===== config.mk =====
export PLATFORM = sky130hd
export DESIGN_NAME = srp_receiver
export DESIGN_NICKNAME = d
export VERILOG_FILES = /design/src/rtl/srp_pkg.sv /design/src/rtl/srp_receiver.sv
export VERILOG_INCLUDE_DIRS = /design/src /design/src/rtl
export SDC_FILE = /design/constraint.sdc
export NUM_CORES = 1
export LEC_CHECK = 0
export ABC_AREA = 1
export BUFFER_PORTS_ARGS = -buffer_cell sky130_fd_sc_hd__buf_2
export CORE_MARGIN = 3
export CORE_UTILIZATION = 40
export CTS_BUF_LIST = sky130_fd_sc_hd__clkbuf_16
export CTS_CLUSTER_DIAMETER = 60
export CTS_CLUSTER_SIZE = 40
export DETAILED_ROUTE_END_ITERATION = 6
export GPL_ROUTABILITY_DRIVEN = 0
export SLEW_MARGIN = 20
export SYNTH_ARGS = -nofsm -noshare
export SYNTH_HDL_FRONTEND = slang
export SYNTH_SLANG_ARGS = --single-unit

===== constraint.sdc =====
create_clock -name sys_clk -period 2.9 [get_ports sys_clk]
set_input_delay 0.58 -clock sys_clk [delete_from_list [all_inputs] [get_ports sys_clk]]
set_output_delay 0.58 -clock sys_clk [all_outputs]
set_load 0.03 [all_outputs]

===== src/rtl/srp_cfg.svh =====
// constants for the serial receiver path: register offsets, field positions, reset values, timing
`ifndef SRP_CFG_SVH
`define SRP_CFG_SVH
// register offsets
`define SRP_CTRL_OFS      4'h0
`define SRP_STAT_OFS      4'h1
`define SRP_DATA_OFS      4'h2
`define SRP_BAUD_OFS      4'h3
// control register fields
`define SRP_CTRL_SERIAL_PORT_ENABLE     0
`define SRP_CTRL_CONTINUOUS_RECEIVE_ENABLE     1
`define SRP_CTRL_SINGLE_RECEIVE_ENABLE     2
`define SRP_CTRL_RX9      3
`define SRP_CTRL_ADDRESS_DETECT_ENABLE    4
`define SRP_CTRL_SYNC     5
`define SRP_CTRL_MASTER   6
`define SRP_CTRL_WAKE     7
`define SRP_CTRL_RXIE     8
`define SRP_CTRL_PERIPHERAL_IRQ_ENABLE     9
`define SRP_CTRL_GIE      10
`define SRP_CTRL_SLEEP    11
// status register fields
`define SRP_STAT_FLAG     0
`define SRP_STAT_FRAMING_ERROR_BIT     1
`define SRP_STAT_OVERRUN_ERROR_BIT     2
`define SRP_STAT_D9       3
`define SRP_STAT_BREAK    4
`define SRP_STAT_WAKE     5
`define SRP_STAT_BUSY     6
// reset values
`define SRP_CTRL_RST      12'h000
`define SRP_BAUD_RST      16'h0000
// timing and fifo size
`define SRP_CLK_MHZ       100
`define SRP_FIFO_DEPTH    2
`endif


===== src/rtl/srp_pkg.sv =====
// types for the serial receiver path
package srp_pkg;
   typedef enum logic [2:0] {
      SRP_IDLE  = 3'b000,
      SRP_START = 3'b001,
      SRP_DATA  = 3'b010,
      SRP_STOP  = 3'b011,
      SRP_WAKE  = 3'b100
   } srp_state_type;

   typedef struct packed {
      logic       framing_error_bit;
      logic [8:0] data;
   } srp_char_type;

   typedef struct packed {
      logic [3:0]  addr;
      logic [15:0] wdata;
      logic        wr;
      logic        rd;
   } srp_bus_type;
endpackage : srp_pkg


===== src/rtl/srp_receiver.sv =====
// serial receiver path: async, sync master and sync slave reception with two-character fifo
//
// The address-and-strobe port and the address map were decided locally.
`timescale 1ns/1ns
`include "srp_cfg.svh"

module srp_receiver #(
   parameter int DATA_BITS = 8
) (
   input  wire logic         sys_clk,
   input  wire logic         srst,
   input  wire logic [3:0]   bus_addr,
   input  wire logic [15:0]  bus_wdata,
   input  wire logic         bus_wr,
   input  wire logic         bus_rd,
   output logic      [15:0]  bus_rdata,
   input  wire logic         data_pin_in,
   output logic              data_pin_out,
   output logic              data_pin_oe,
   input  wire logic         clock_pin_in,
   output logic              clock_pin_out,
   output logic              clock_pin_oe,
   output logic              receive_flag,
   output logic              irq
);
   // ==========================================================
   // registers
   logic [11:0] ctrl_reg;
   logic [15:0] baud_reg;
   srp_pkg::srp_bus_type bus;
   assign bus = '{addr: bus_addr, wdata: bus_wdata, wr: bus_wr, rd: bus_rd};

   wire sel_ctrl = bus.addr == `SRP_CTRL_OFS;
   wire sel_stat = bus.addr == `SRP_STAT_OFS;
   wire sel_data = bus.addr == `SRP_DATA_OFS;
   wire sel_baud = bus.addr == `SRP_BAUD_OFS;
   wire serial_port_enable   = ctrl_reg[`SRP_CTRL_SERIAL_PORT_ENABLE];
   wire continuous_receive_enable   = ctrl_reg[`SRP_CTRL_CONTINUOUS_RECEIVE_ENABLE];
   wire single_receive_enable   = ctrl_reg[`SRP_CTRL_SINGLE_RECEIVE_ENABLE];
   wire rx9    = ctrl_reg[`SRP_CTRL_RX9];
   wire address_detect_enable  = ctrl_reg[`SRP_CTRL_ADDRESS_DETECT_ENABLE];
   wire syncm  = ctrl_reg[`SRP_CTRL_SYNC];
   wire master = ctrl_reg[`SRP_CTRL_MASTER];
   wire wake_en = ctrl_reg[`SRP_CTRL_WAKE];
   wire sleep  = ctrl_reg[`SRP_CTRL_SLEEP];

   // ==========================================================
   // pin synchronisers
   logic [1:0] dsync_reg;
   logic [1:0] csync_reg;
   logic       dprev_reg;
   logic       cprev_reg;
   always_ff @(posedge sys_clk) begin
      dsync_reg <= {dsync_reg[0], data_pin_in};
      csync_reg <= {csync_reg[0], clock_pin_in};
      dprev_reg <= dsync_reg[1];
      cprev_reg <= csync_reg[1];
   end
   wire rxd       = dsync_reg[1];
   wire d_edge    = rxd != dprev_reg;
   wire ck_fall   = cprev_reg & ~csync_reg[1];

   // ==========================================================
   // fifo, two entries
   srp_pkg::srp_char_type fifo_mem [0:`SRP_FIFO_DEPTH-1];
   logic       rd_ptr_reg;
   logic       wr_ptr_reg;
   logic [1:0] count_reg;
   logic       overrun_error_bit_reg;
   srp_pkg::srp_char_type top;
   assign top = fifo_mem[rd_ptr_reg];

   // pop happens on a data read; status must be read first
   wire pop  = bus.rd & sel_data & (count_reg != 2'd0);
   logic       done;
   srp_pkg::srp_char_type done_char;
   // address detect, with nine-bit receive on, drops characters whose ninth bit is clear
   wire keep = ~(address_detect_enable & rx9) | done_char.data[8];
   wire accept = done & keep & ~overrun_error_bit_reg;
   wire full_now = (count_reg == 2'd2) & ~pop;
   wire push = accept & ~full_now;

   always_ff @(posedge sys_clk) begin
      if (srst | ~serial_port_enable) begin
         rd_ptr_reg <= 1'b0;
         wr_ptr_reg <= 1'b0;
         count_reg  <= 2'd0;
         fifo_mem[0] <= '0;
         fifo_mem[1] <= '0;
      end else begin
         if (push) begin
            fifo_mem[wr_ptr_reg] <= done_char;
            wr_ptr_reg <= ~wr_ptr_reg;
         end
         if (pop)
            rd_ptr_reg <= ~rd_ptr_reg;
         count_reg <= count_reg + {1'b0, push} - {1'b0, pop};
      end
   end

   // overrun: only continuous or port enable clear it
   always_ff @(posedge sys_clk) begin
      if (srst | ~serial_port_enable | ~continuous_receive_enable)
         overrun_error_bit_reg <= 1'b0;
      else if (accept & full_now)
         overrun_error_bit_reg <= 1'b1;
   end

   // ==========================================================
   // flags and interrupt
   wire rx_enabled = serial_port_enable & (continuous_receive_enable | single_receive_enable | (syncm & ~master));
   logic wake_int_reg;
   wire fifo_flag = rx_enabled & (count_reg != 2'd0);
   // a pending wake-up reports through the same flag so it reaches the processor
   assign receive_flag = fifo_flag | (serial_port_enable & wake_int_reg);
   wire framing_error_bit_bit  = (count_reg != 2'd0) & top.framing_error_bit;
   wire brk = fifo_flag & framing_error_bit_bit & (top.data[7:0] == 8'h00);
   // framing error does not feed irq
   assign irq = receive_flag & ctrl_reg[`SRP_CTRL_RXIE] & ctrl_reg[`SRP_CTRL_PERIPHERAL_IRQ_ENABLE]
                & ctrl_reg[`SRP_CTRL_GIE];

   // ==========================================================
   // baud tick: async oversample 16 and master clock half periods
   logic [15:0] bcnt_reg;
   wire tick = (bcnt_reg == baud_reg);
   always_ff @(posedge sys_clk) begin
      if (srst | tick)
         bcnt_reg <= 16'h0000;
      else
         bcnt_reg <= bcnt_reg + 16'h0001;
   end

   // ==========================================================
   // receive state machine
   srp_pkg::srp_state_type state_reg;
   logic [3:0] os_reg;
   logic [3:0] bit_reg;
   logic [8:0] rsr_reg;
   logic       ck_reg;
   logic       single_receive_enable_clr;
   logic       wake_hit;
   logic [1:0] wedge_reg;
   wire [3:0] nbits = rx9 ? 4'(DATA_BITS + 1) : 4'(DATA_BITS);
   wire master_run = syncm & master & (continuous_receive_enable | single_receive_enable);
   // in sleep only the externally clocked slave keeps going
   wire halted = sleep & ~(syncm & ~master);
   wire ck_trail = master ? (tick & ck_reg) : ck_fall;
   wire [8:0] rsr_shift = {rxd, rsr_reg[8:1]};
   wire [8:0] aligned = rx9 ? rsr_shift : {1'b0, rsr_shift[8:1]};

   always_ff @(posedge sys_clk) begin
      done <= 1'b0;
      single_receive_enable_clr <= 1'b0;
      wake_hit <= 1'b0;
      if (srst | ~serial_port_enable | halted) begin
         if (srst | ~serial_port_enable) begin
            state_reg <= srp_pkg::SRP_IDLE;
         end
         ck_reg <= 1'b0;
      end else if (syncm) begin
         if (master & ~master_run) begin
            state_reg <= srp_pkg::SRP_IDLE;
            ck_reg <= 1'b0;
            bit_reg <= 4'd0;
         end else begin
            if (state_reg != srp_pkg::SRP_DATA) begin
               state_reg <= srp_pkg::SRP_DATA;
               bit_reg <= 4'd0;
            end
            if (master & tick)
               ck_reg <= ~ck_reg;
            if (ck_trail & state_reg == srp_pkg::SRP_DATA) begin
               rsr_reg <= rsr_shift;
               if (bit_reg == nbits - 4'd1) begin
                  bit_reg <= 4'd0;
                  done <= 1'b1;
                  done_char <= '{framing_error_bit: 1'b0, data: aligned};
                  if (single_receive_enable)
                     single_receive_enable_clr <= 1'b1;
               end else
                  bit_reg <= bit_reg + 4'd1;
            end
         end
      end else if (continuous_receive_enable) begin
         case (state_reg)
            srp_pkg::SRP_IDLE: begin
               os_reg <= 4'd0;
               wedge_reg <= 2'd0;
               if (wake_en)
                  state_reg <= srp_pkg::SRP_WAKE;
               else if (~rxd)
                  state_reg <= srp_pkg::SRP_START;
            end
            srp_pkg::SRP_WAKE: begin
               if (d_edge) begin
                  wedge_reg <= wedge_reg + 2'd1;
                  if (wedge_reg == 2'd1) begin
                     wake_hit <= 1'b1;
                     state_reg <= srp_pkg::SRP_IDLE;
                  end
               end
            end
            srp_pkg::SRP_START: if (tick) begin
               os_reg <= os_reg + 4'd1;
               if (os_reg == 4'd7) begin
                  os_reg <= 4'd0;
                  bit_reg <= 4'd0;
                  state_reg <= rxd ? srp_pkg::SRP_IDLE : srp_pkg::SRP_DATA;
               end
            end
            srp_pkg::SRP_DATA: if (tick) begin
               os_reg <= os_reg + 4'd1;
               if (os_reg == 4'd15) begin
                  rsr_reg <= rsr_shift;
                  bit_reg <= bit_reg + 4'd1;
                  if (bit_reg == nbits - 4'd1)
                     state_reg <= srp_pkg::SRP_STOP;
               end
            end
            srp_pkg::SRP_STOP: if (tick) begin
               os_reg <= os_reg + 4'd1;
               if (os_reg == 4'd15) begin
                  done <= 1'b1;
                  done_char <= '{framing_error_bit: ~rxd, data: rx9 ? rsr_reg : {1'b0, rsr_reg[8:1]}};
                  state_reg <= srp_pkg::SRP_IDLE;
               end
            end
            default: state_reg <= srp_pkg::SRP_IDLE;
         endcase
      end else begin
         state_reg <= srp_pkg::SRP_IDLE;
      end
   end

   // ==========================================================
   // wake-on-break request
   // held until status is read, so a one-cycle hit is never missed by a sleeping core
   wire stat_rd = bus.rd & sel_stat;

   always_ff @(posedge sys_clk) begin
      if (srst | ~serial_port_enable)
         wake_int_reg <= 1'b0;
      else if (wake_hit)
         wake_int_reg <= 1'b1;
      else if (stat_rd)
         wake_int_reg <= 1'b0;
   end

   // ==========================================================
   // control register
   // a software write wins over a self-clear in the same cycle, so a fresh single
   // receive request is never lost to the end of the previous character
   wire        ctrl_wr = bus.wr & sel_ctrl;
   wire        baud_wr = bus.wr & sel_baud;
   wire [11:0] single_receive_enable_mask;
   wire [11:0] wake_mask;
   wire [11:0] hw_clr_mask;
   wire [11:0] ctrl_next;
   assign single_receive_enable_mask   = {11'h000, single_receive_enable_clr} << `SRP_CTRL_SINGLE_RECEIVE_ENABLE;
   assign wake_mask   = {11'h000, wake_hit} << `SRP_CTRL_WAKE;
   assign hw_clr_mask = single_receive_enable_mask | wake_mask;
   assign ctrl_next   = ctrl_wr ? bus.wdata[11:0] : (ctrl_reg & ~hw_clr_mask);

   always_ff @(posedge sys_clk) begin
      if (srst)
         ctrl_reg <= `SRP_CTRL_RST;
      else
         ctrl_reg <= ctrl_next;
   end

   // ==========================================================
   // baud divisor
   always_ff @(posedge sys_clk) begin
      if (srst)
         baud_reg <= `SRP_BAUD_RST;
      else if (baud_wr)
         baud_reg <= bus.wdata;
   end

   // ==========================================================
   // register map, as seen by software
   //   control  : bit 0  port enable
   //              bit 1  continuous receive
   //              bit 2  single receive, clears itself after one character
   //              bit 3  nine-bit receive
   //              bit 4  address detect
   //              bit 5  synchronous mode
   //              bit 6  synchronous master
   //              bit 7  wake on break, clears itself after the wake-up
   //              bit 8  receive interrupt enable
   //              bit 9  peripheral interrupt enable
   //              bit 10 global interrupt enable
   //              bit 11 sleep
   //   status   : bit 0 receive flag, bit 1 framing error, bit 2 overrun
   //              bit 3 ninth bit, bit 4 break seen, bit 5 wake-up pending
   //              bit 6 receiver busy
   //   data     : low byte of the top character; reading it advances the fifo
   //   baud     : divisor; tick period is divisor plus one system clocks

   // ==========================================================
   // read path
   wire        fifo_has  = count_reg != 2'd0;
   wire        ninth_bit = fifo_has & top.data[8];
   wire        rx_busy   = state_reg != srp_pkg::SRP_IDLE;
   wire [15:0] ctrl_word;
   wire [15:0] data_word;
   wire [15:0] rdata_next;
   logic [15:0] stat_word;

   always_comb begin
      stat_word                  = 16'h0000;
      stat_word[`SRP_STAT_FLAG]  = receive_flag;
      stat_word[`SRP_STAT_FRAMING_ERROR_BIT]  = framing_error_bit_bit;
      stat_word[`SRP_STAT_OVERRUN_ERROR_BIT]  = overrun_error_bit_reg;
      stat_word[`SRP_STAT_D9]    = ninth_bit;
      stat_word[`SRP_STAT_BREAK] = brk;
      stat_word[`SRP_STAT_WAKE]  = wake_int_reg;
      stat_word[`SRP_STAT_BUSY]  = rx_busy;
   end

   assign ctrl_word = {4'h0, ctrl_reg};
   // an empty fifo reads zero rather than a stale character
   assign data_word = fifo_has ? {8'h00, top.data[7:0]} : 16'h0000;
   assign rdata_next = ~bus.rd  ? 16'h0000 :
                       sel_ctrl ? ctrl_word :
                       sel_stat ? stat_word :
                       sel_data ? data_word :
                       sel_baud ? baud_reg :
                                  16'h0000;

   // read data stands only in the cycle after the strobe
   always_ff @(posedge sys_clk) begin
      if (srst)
         bus_rdata <= 16'h0000;
      else
         bus_rdata <= rdata_next;
   end

   // ==========================================================
   // pins
   // the receiver never drives the data pin; a transmitter elsewhere owns it
   assign data_pin_out  = 1'b0;
   assign data_pin_oe   = 1'b0;
   assign clock_pin_out = ck_reg;
   // only a synchronous master drives the clock pin; a slave listens
   assign clock_pin_oe  = serial_port_enable & syncm & master;

endmodule : srp_receiver


# --- Word level (Yosys, flattened, before mapping) ---
# Memory sizes are Yosys's and may differ from the RTL's. A register that Yosys moved wholly into a read port is not among the register bits.
# Index checks and enable logic that the tools add are counted.
word_totals:
  ff_bits: 108
  mem_bits_rw: 20
  memories: 1
op_classes:
  n_addsub: 7
  n_eq_ne: 38
  n_mux: 85
  bitwise: 64
  reduce_logical: 28
memory_table:
  columns: ["name", "depth", "word_bits", "rd", "rd_ports_with_merged_regs", "wr", "line_no", "rtl"]
  rows:
  - ["fifo_mem", 2, 10, 1, 1, 2, "srp_receiver.sv:65", "srp_pkg::srp_char_type fifo_mem [0:`SRP_FIFO_DEPTH-1];"]
ops:
  columns: ["operator", "n"]
  rows:
  - ["10-bit two-way mux", 9]
  - ["9-bit two-way mux", 9]
  - ["4-bit two-way mux", 13]
  - ["3-bit two-way mux", 17]
  - ["12-bit two-way mux", 3]
  - ["5-bit inequality test, second input constant", 7]
  - ["1-bit bitwise AND", 32]
  - ["16-bit two-way mux", 2]
  - ["1-bit two-way mux", 25]
  - ["1-bit inverter", 21]
  - ["2-bit nonzero test", 9]
  - ["16-bit by 1-bit adder with 16-bit output, second input constant", 1]
  - ["16-bit equality test", 1]
  - ["8-bit AND reduction", 2]
  - ["3-bit one-hot mux with 5 select lines", 1]
  - ["12-bit bitwise AND", 1]
  - ["8-bit inverter with 12-bit output", 1]
  - ["4-bit one-hot mux with 3 select lines", 1]
  - ["12-bit AND reduction", 1]
  - ["5-bit by 4-bit inequality test with 1-bit output, second input constant", 2]
  - ["10-bit OR reduction", 1]
  - ["5-bit OR reduction", 2]
  - ["3-bit inequality test, second input constant", 3]
  - ["3-bit nonzero test", 3]
  - ["other kinds (36)", 55]

# --- Longest topological paths before layout ---
logic_depth:
  ltp_word: 12
  depth_mapped: 13

# --- Worst setup path before layout ---
# Ideal clock, no wire load.
synth_path:
  kind: "input -> register"
  start: "in srst"
  end: "reg done_char[0] (netlist name) (enable)"
  t_arrival_ns: 1.770
  required_ns: 2.524
  slack_ns: 0.754
  path_stages: 6
  n_path_buf: 1
  cell_sequence: "clkbuf_1 nor2_2 nand2_1 a21oi_1 nand2_1 nor2_1"
synth_between:
  elab_chain_cells: 4
synth_rtl:
  columns: ["item", "line_no", "rtl"]
  rows:
  - ["start: declaration", "srp_receiver.sv:11", "input wire logic srst,"]
  - ["1-bit bitwise OR (2 in a row)", "srp_receiver.sv:155", "if (srst | ~serial_port_enable | halted) begin"]
  - ["1-bit inverter (no source line)", null, null]
  - ["8-bit AND reduction (no source line)", null, null]
  - ["end signal: assignment", "srp_receiver.sv:177", "done_char <= '{framing_error_bit: 1'b0, data: aligned};"]
  - ["end signal: assignment", "srp_receiver.sv:224", "done_char <= '{framing_error_bit: ~rxd, data: rx9 ? rsr_reg : {1'b0, rsr_reg[8:1]}};"]
  - ["end: declaration", "srp_receiver.sv:76", "srp_pkg::srp_char_type done_char;"]
# Every way passes these cells.
# A chain may end at the register's enable or synchronous reset.

# --- Worst setup path in the final report ---
layout_path:
  start: "reg ctrl_reg[5]"
  end: "out irq"
layout_between:
  elab_chain_cells: 8
layout_rtl:
  columns: ["item", "line_no", "rtl"]
  rows:
  - ["start: declaration", "srp_receiver.sv:28", "logic [11:0] ctrl_reg;"]
  - ["start signal: assignment", "srp_receiver.sv:266", "ctrl_reg <= `SRP_CTRL_RST;"]
  - ["start signal: assignment", "srp_receiver.sv:268", "ctrl_reg <= ctrl_next;"]
  - ["1-bit bitwise AND", "srp_receiver.sv:111", "wire rx_enabled = serial_port_enable & (continuous_receive_enable | single_receive_enable | (syncm & ~master)) ..."]
  - ["1-bit bitwise OR", "srp_receiver.sv:111", null]
  - ["1-bit bitwise AND", "srp_receiver.sv:111", null]
  - ["1-bit bitwise AND", "srp_receiver.sv:113", "wire fifo_flag = rx_enabled & (count_reg != 2'd0);"]
  - ["1-bit bitwise OR", "srp_receiver.sv:115", "assign receive_flag = fifo_flag | (serial_port_enable & wake_int_reg);"]
  - ["1-bit bitwise AND (3 in a row)", "srp_receiver.sv:119", "assign irq = receive_flag & ctrl_reg[`SRP_CTRL_RXIE] & ctrl_reg[`SRP_CTRL_PERIPHERAL_IRQ_ENABLE]"]
  - ["end: declaration", "srp_receiver.sv:24", "output logic irq"]
# Every way passes these cells.

==> key figures <==
Detailed routing
  • M1 wire length: 6.14 mm
  • Drc violations: 0
  • DR WL met3: 850 um
  • Initial DRC Count: 320
  • Router iterations before antenna repair: 5
  • Final wirelength: 13.7 mm
  • Via count: 4741
  • Met2 WL: 6.33 mm
  • Antenna Nets Post-Route: 0
  • WL/cell: 14.5 um
  • Top layer reached by signal wires: met4
  • Via-to-Cell Ratio: 5.03

Die
  • Placement Rows: 43
  • Die Y-Extent: 128 um
  • Initial Util: 41.8%
  • I/O pins: 48
  • Chip width: 128 um
  • Core Area: 14100 um^2
  • Die area: 16300 um^2

CTS
  • CTS buffer count: 17
  • Hold buffers post-CTS: 0
  • Clock-pin slew on the worst setup and hold paths: 0.05 ns
  • Worst-skew pair later-pin latency: 0.41 ns
  • CTS Sinks: 129
  • Cells resized by post-CTS repair: 0
  • CTS tree: done
  • Post-CTS setup buffers: 0
  • H-Tree Depth: 4
  • Root Driver: clkbuf_16
  • Clk buf depth: 2

Min path
  • Hold Crit Depth: 1
  • Worst Hold Class: in2reg

Timing
  • Hold Violations, Final: 0
  • RSZ-0062 raised after global routing: no
  • Setup TNS: 0 ns
  • Final worst path period share: 89.4%
  • Worst setup margin: 0.307 ns
  • Worst hold slack: 0.266 ns
  • Layout Skew: 0.0107 ns
  • Fmax: 0.386 GHz
  • Final setup fails: 0
  • Max-slew violations: 0
  • Max-slew headroom: 60.3%
  • Worst-Margin Slew: 0.595 ns
  • Post-layout min period: 2.59 ns

Synth
  • Post-synth EDFFs: 52
  • #FFs+latches synth: 129
  • Sequential fraction of the synthesis area: 52.5%
  • Mapped Area: 5910 um^2
  • Mapped Cells: 698
  • Async S/R FF share, synth: 0%
  • Yosys warnings: 0
  • Avg Cell Area, Syn: 8.47 um^2
  • Top_reg_cell synth: dfxtp_1
  • Netlist cell types: 49

Critical path
  • Startpoint types: flip-flop
  • Worst EP required: 2.32 ns
  • Critical Path Fanout Max: 18
  • Worst Path Class, Setup: reg2out
  • Crit path DAT: 2.01 ns
  • Element type at the critical path end: output pin
  • Reg2Reg Depth: 7

Global route
  • Grt ovf: 0
  • Largest net degree at the start of global routing: 22
  • Vias in the first global route: 4538
  • Initial antenna violation count: 0
  • First-pass GRT wire length: 22.3 mm
  • Total GRT Usage: 17.4%

Finish
  • Layout net count: 782
  • Area growth, synth to finish: 15.6%
  • Layout cells sized above 1: 18.6%
  • # diodes: 0
  • FILL cells: 1381
  • Flip-flop count of the largest register after layout: 20
  • Top reg by flops: fifo_mem
  • Final Instance Count excl. Fillers: 943

Place
  • DP HPWL: 10.6 mm
  • Cells after DPL: 911
  • I/O Buffers: 45
  • Pre-CTS setup slack: 0.512 ns

Run
  • Maxcap violations: 0

Power and ir drop
  • Max IR drop VDD: 441 uV
  • Pwr Total: 3990 uW
  • Leakage dissipation: 0.00287 uW
  • Cell Pwr Density: 584 nW/um^2

Status
  • Status: finished clean
## stage by stage
| step | utilization (%) | cell area [um^2] |
|---|---|---|
| after CTS | 48.3 | 6830 |
| final | 48.3 | 6830 |
| after global routing | 48.3 | 6830 |
| after global placement | 44.6 | 6310 |
| after floorplan | - | 5910 |
| after detailed placement | 44.6 | 6310 |
## metal layers
metal	up-vias	global-route usage (%)
met1	2189	21.9
met3	30	5.60
met5	-	0
met4	0	6.94
li1	2394	-
met2	128	27.7
## cell usage after synthesis, types with 3 or more instances
| cell | count | area share [%] |
|---|---|---|
| a21oi_1 | 52 | 4.4 |
| clkbuf_1 | 9 | 0.57 |
| xor2_1 | 8 | 1.2 |
| inv_1 | 80 | 5.1 |
| buf_4 | 5 | 0.64 |
| nor2_2 | 18 | 1.9 |
| edfxtp_1 | 52 | 26 |
| nor2_1 | 69 | 4.4 |
| a211oi_1 | 3 | 0.38 |
| nand3_1 | 25 | 2.1 |
| o211ai_1 | 4 | 0.51 |
| xnor2_1 | 4 | 0.59 |
| dfxtp_1 | 77 | 26 |
| nor3_1 | 14 | 1.2 |
| nand2_1 | 131 | 8.3 |
| nand4_1 | 7 | 0.74 |
| nand2_2 | 6 | 0.64 |
| o21ai_0 | 44 | 3.7 |
| inv_2 | 22 | 1.4 |
| or2_2 | 5 | 0.53 |
| mux2i_1 | 9 | 1.5 |
| ha_1 | 6 | 1.3 |
| a31oi_1 | 3 | 0.32 |
| o21ai_1 | 9 | 0.76 |
| buf_2 | 6 | 0.51 |
## critical path, stage by stage (launching register included)
cell     delay [ns]
dfxtp_1        0.69
nand2_1        0.15
nand2_1        0.10
nand3_1        0.09
nand2_1        0.14
nand3_1        0.09
nor2_1         0.12
buf_2          0.21
## area by class of cell
class | count | area [um^2] | area share (%)
well taps | 180 | 225 | 3.30
repair buffers | 53 | 285 | 4.18
flip-flops and latches | 129 | 3100 | 45.4
multi-input cells | 446 | 2310 | 33.8
clock buffers | 17 | 425 | 6.23
inverters | 103 | 389 | 5.70
clock inverters | 15 | 92.6 | 1.36
## placed cells by master (no fill, tap or decap), types with 17 or more instances in the layout
cell         n
buf_2       45
a21oi_1     52
clkbuf_16   17
inv_2       23
o21ai_0     44
nor2_1      69
nand2_1    131
inv_1       86
nor2_2      18
nand3_1     25
edfxtp_1    52
dfxtp_1     77
## logic make-up (layout without fill, tap and decap cells)
kind of cell             after synthesis  count (layout)  share of synthesized area (%)
flip-flops                           129             129                           52.5
AND/OR/NAND/NOR                      293             293                           23.1
XOR/XNOR                              12              12                           1.78
multiplexers                           9               9                           1.52
AO/OA/AOI/OAI                        124             124                           11.3
buffers and inverters                124             188                           8.49
adder cells (fa/ha/maj)                6               6                           1.27
other                                  1               2                         0.0634
## where the power goes
group,switching (uW),internal (uW),leakage (uW)
clock,738,1140,0.000281
combinational,138,54.9,0.00140
sequential,17.7,1900,0.00119
## path summary, 6_finish.rpt
path / startpoint / endpoint / slack (ns)
hold reg to reg: csync_reg[0] / csync_reg[1] / 0.33
setup / recovery: ctrl_reg[5] / irq / 0.31
hold / removal: data_pin_in / dsync_reg[0] / 0.27
setup reg to reg: ctrl_reg[5] / state_reg[2] / 0.60
Note: power is estimated with default switching activity, not from simulation.
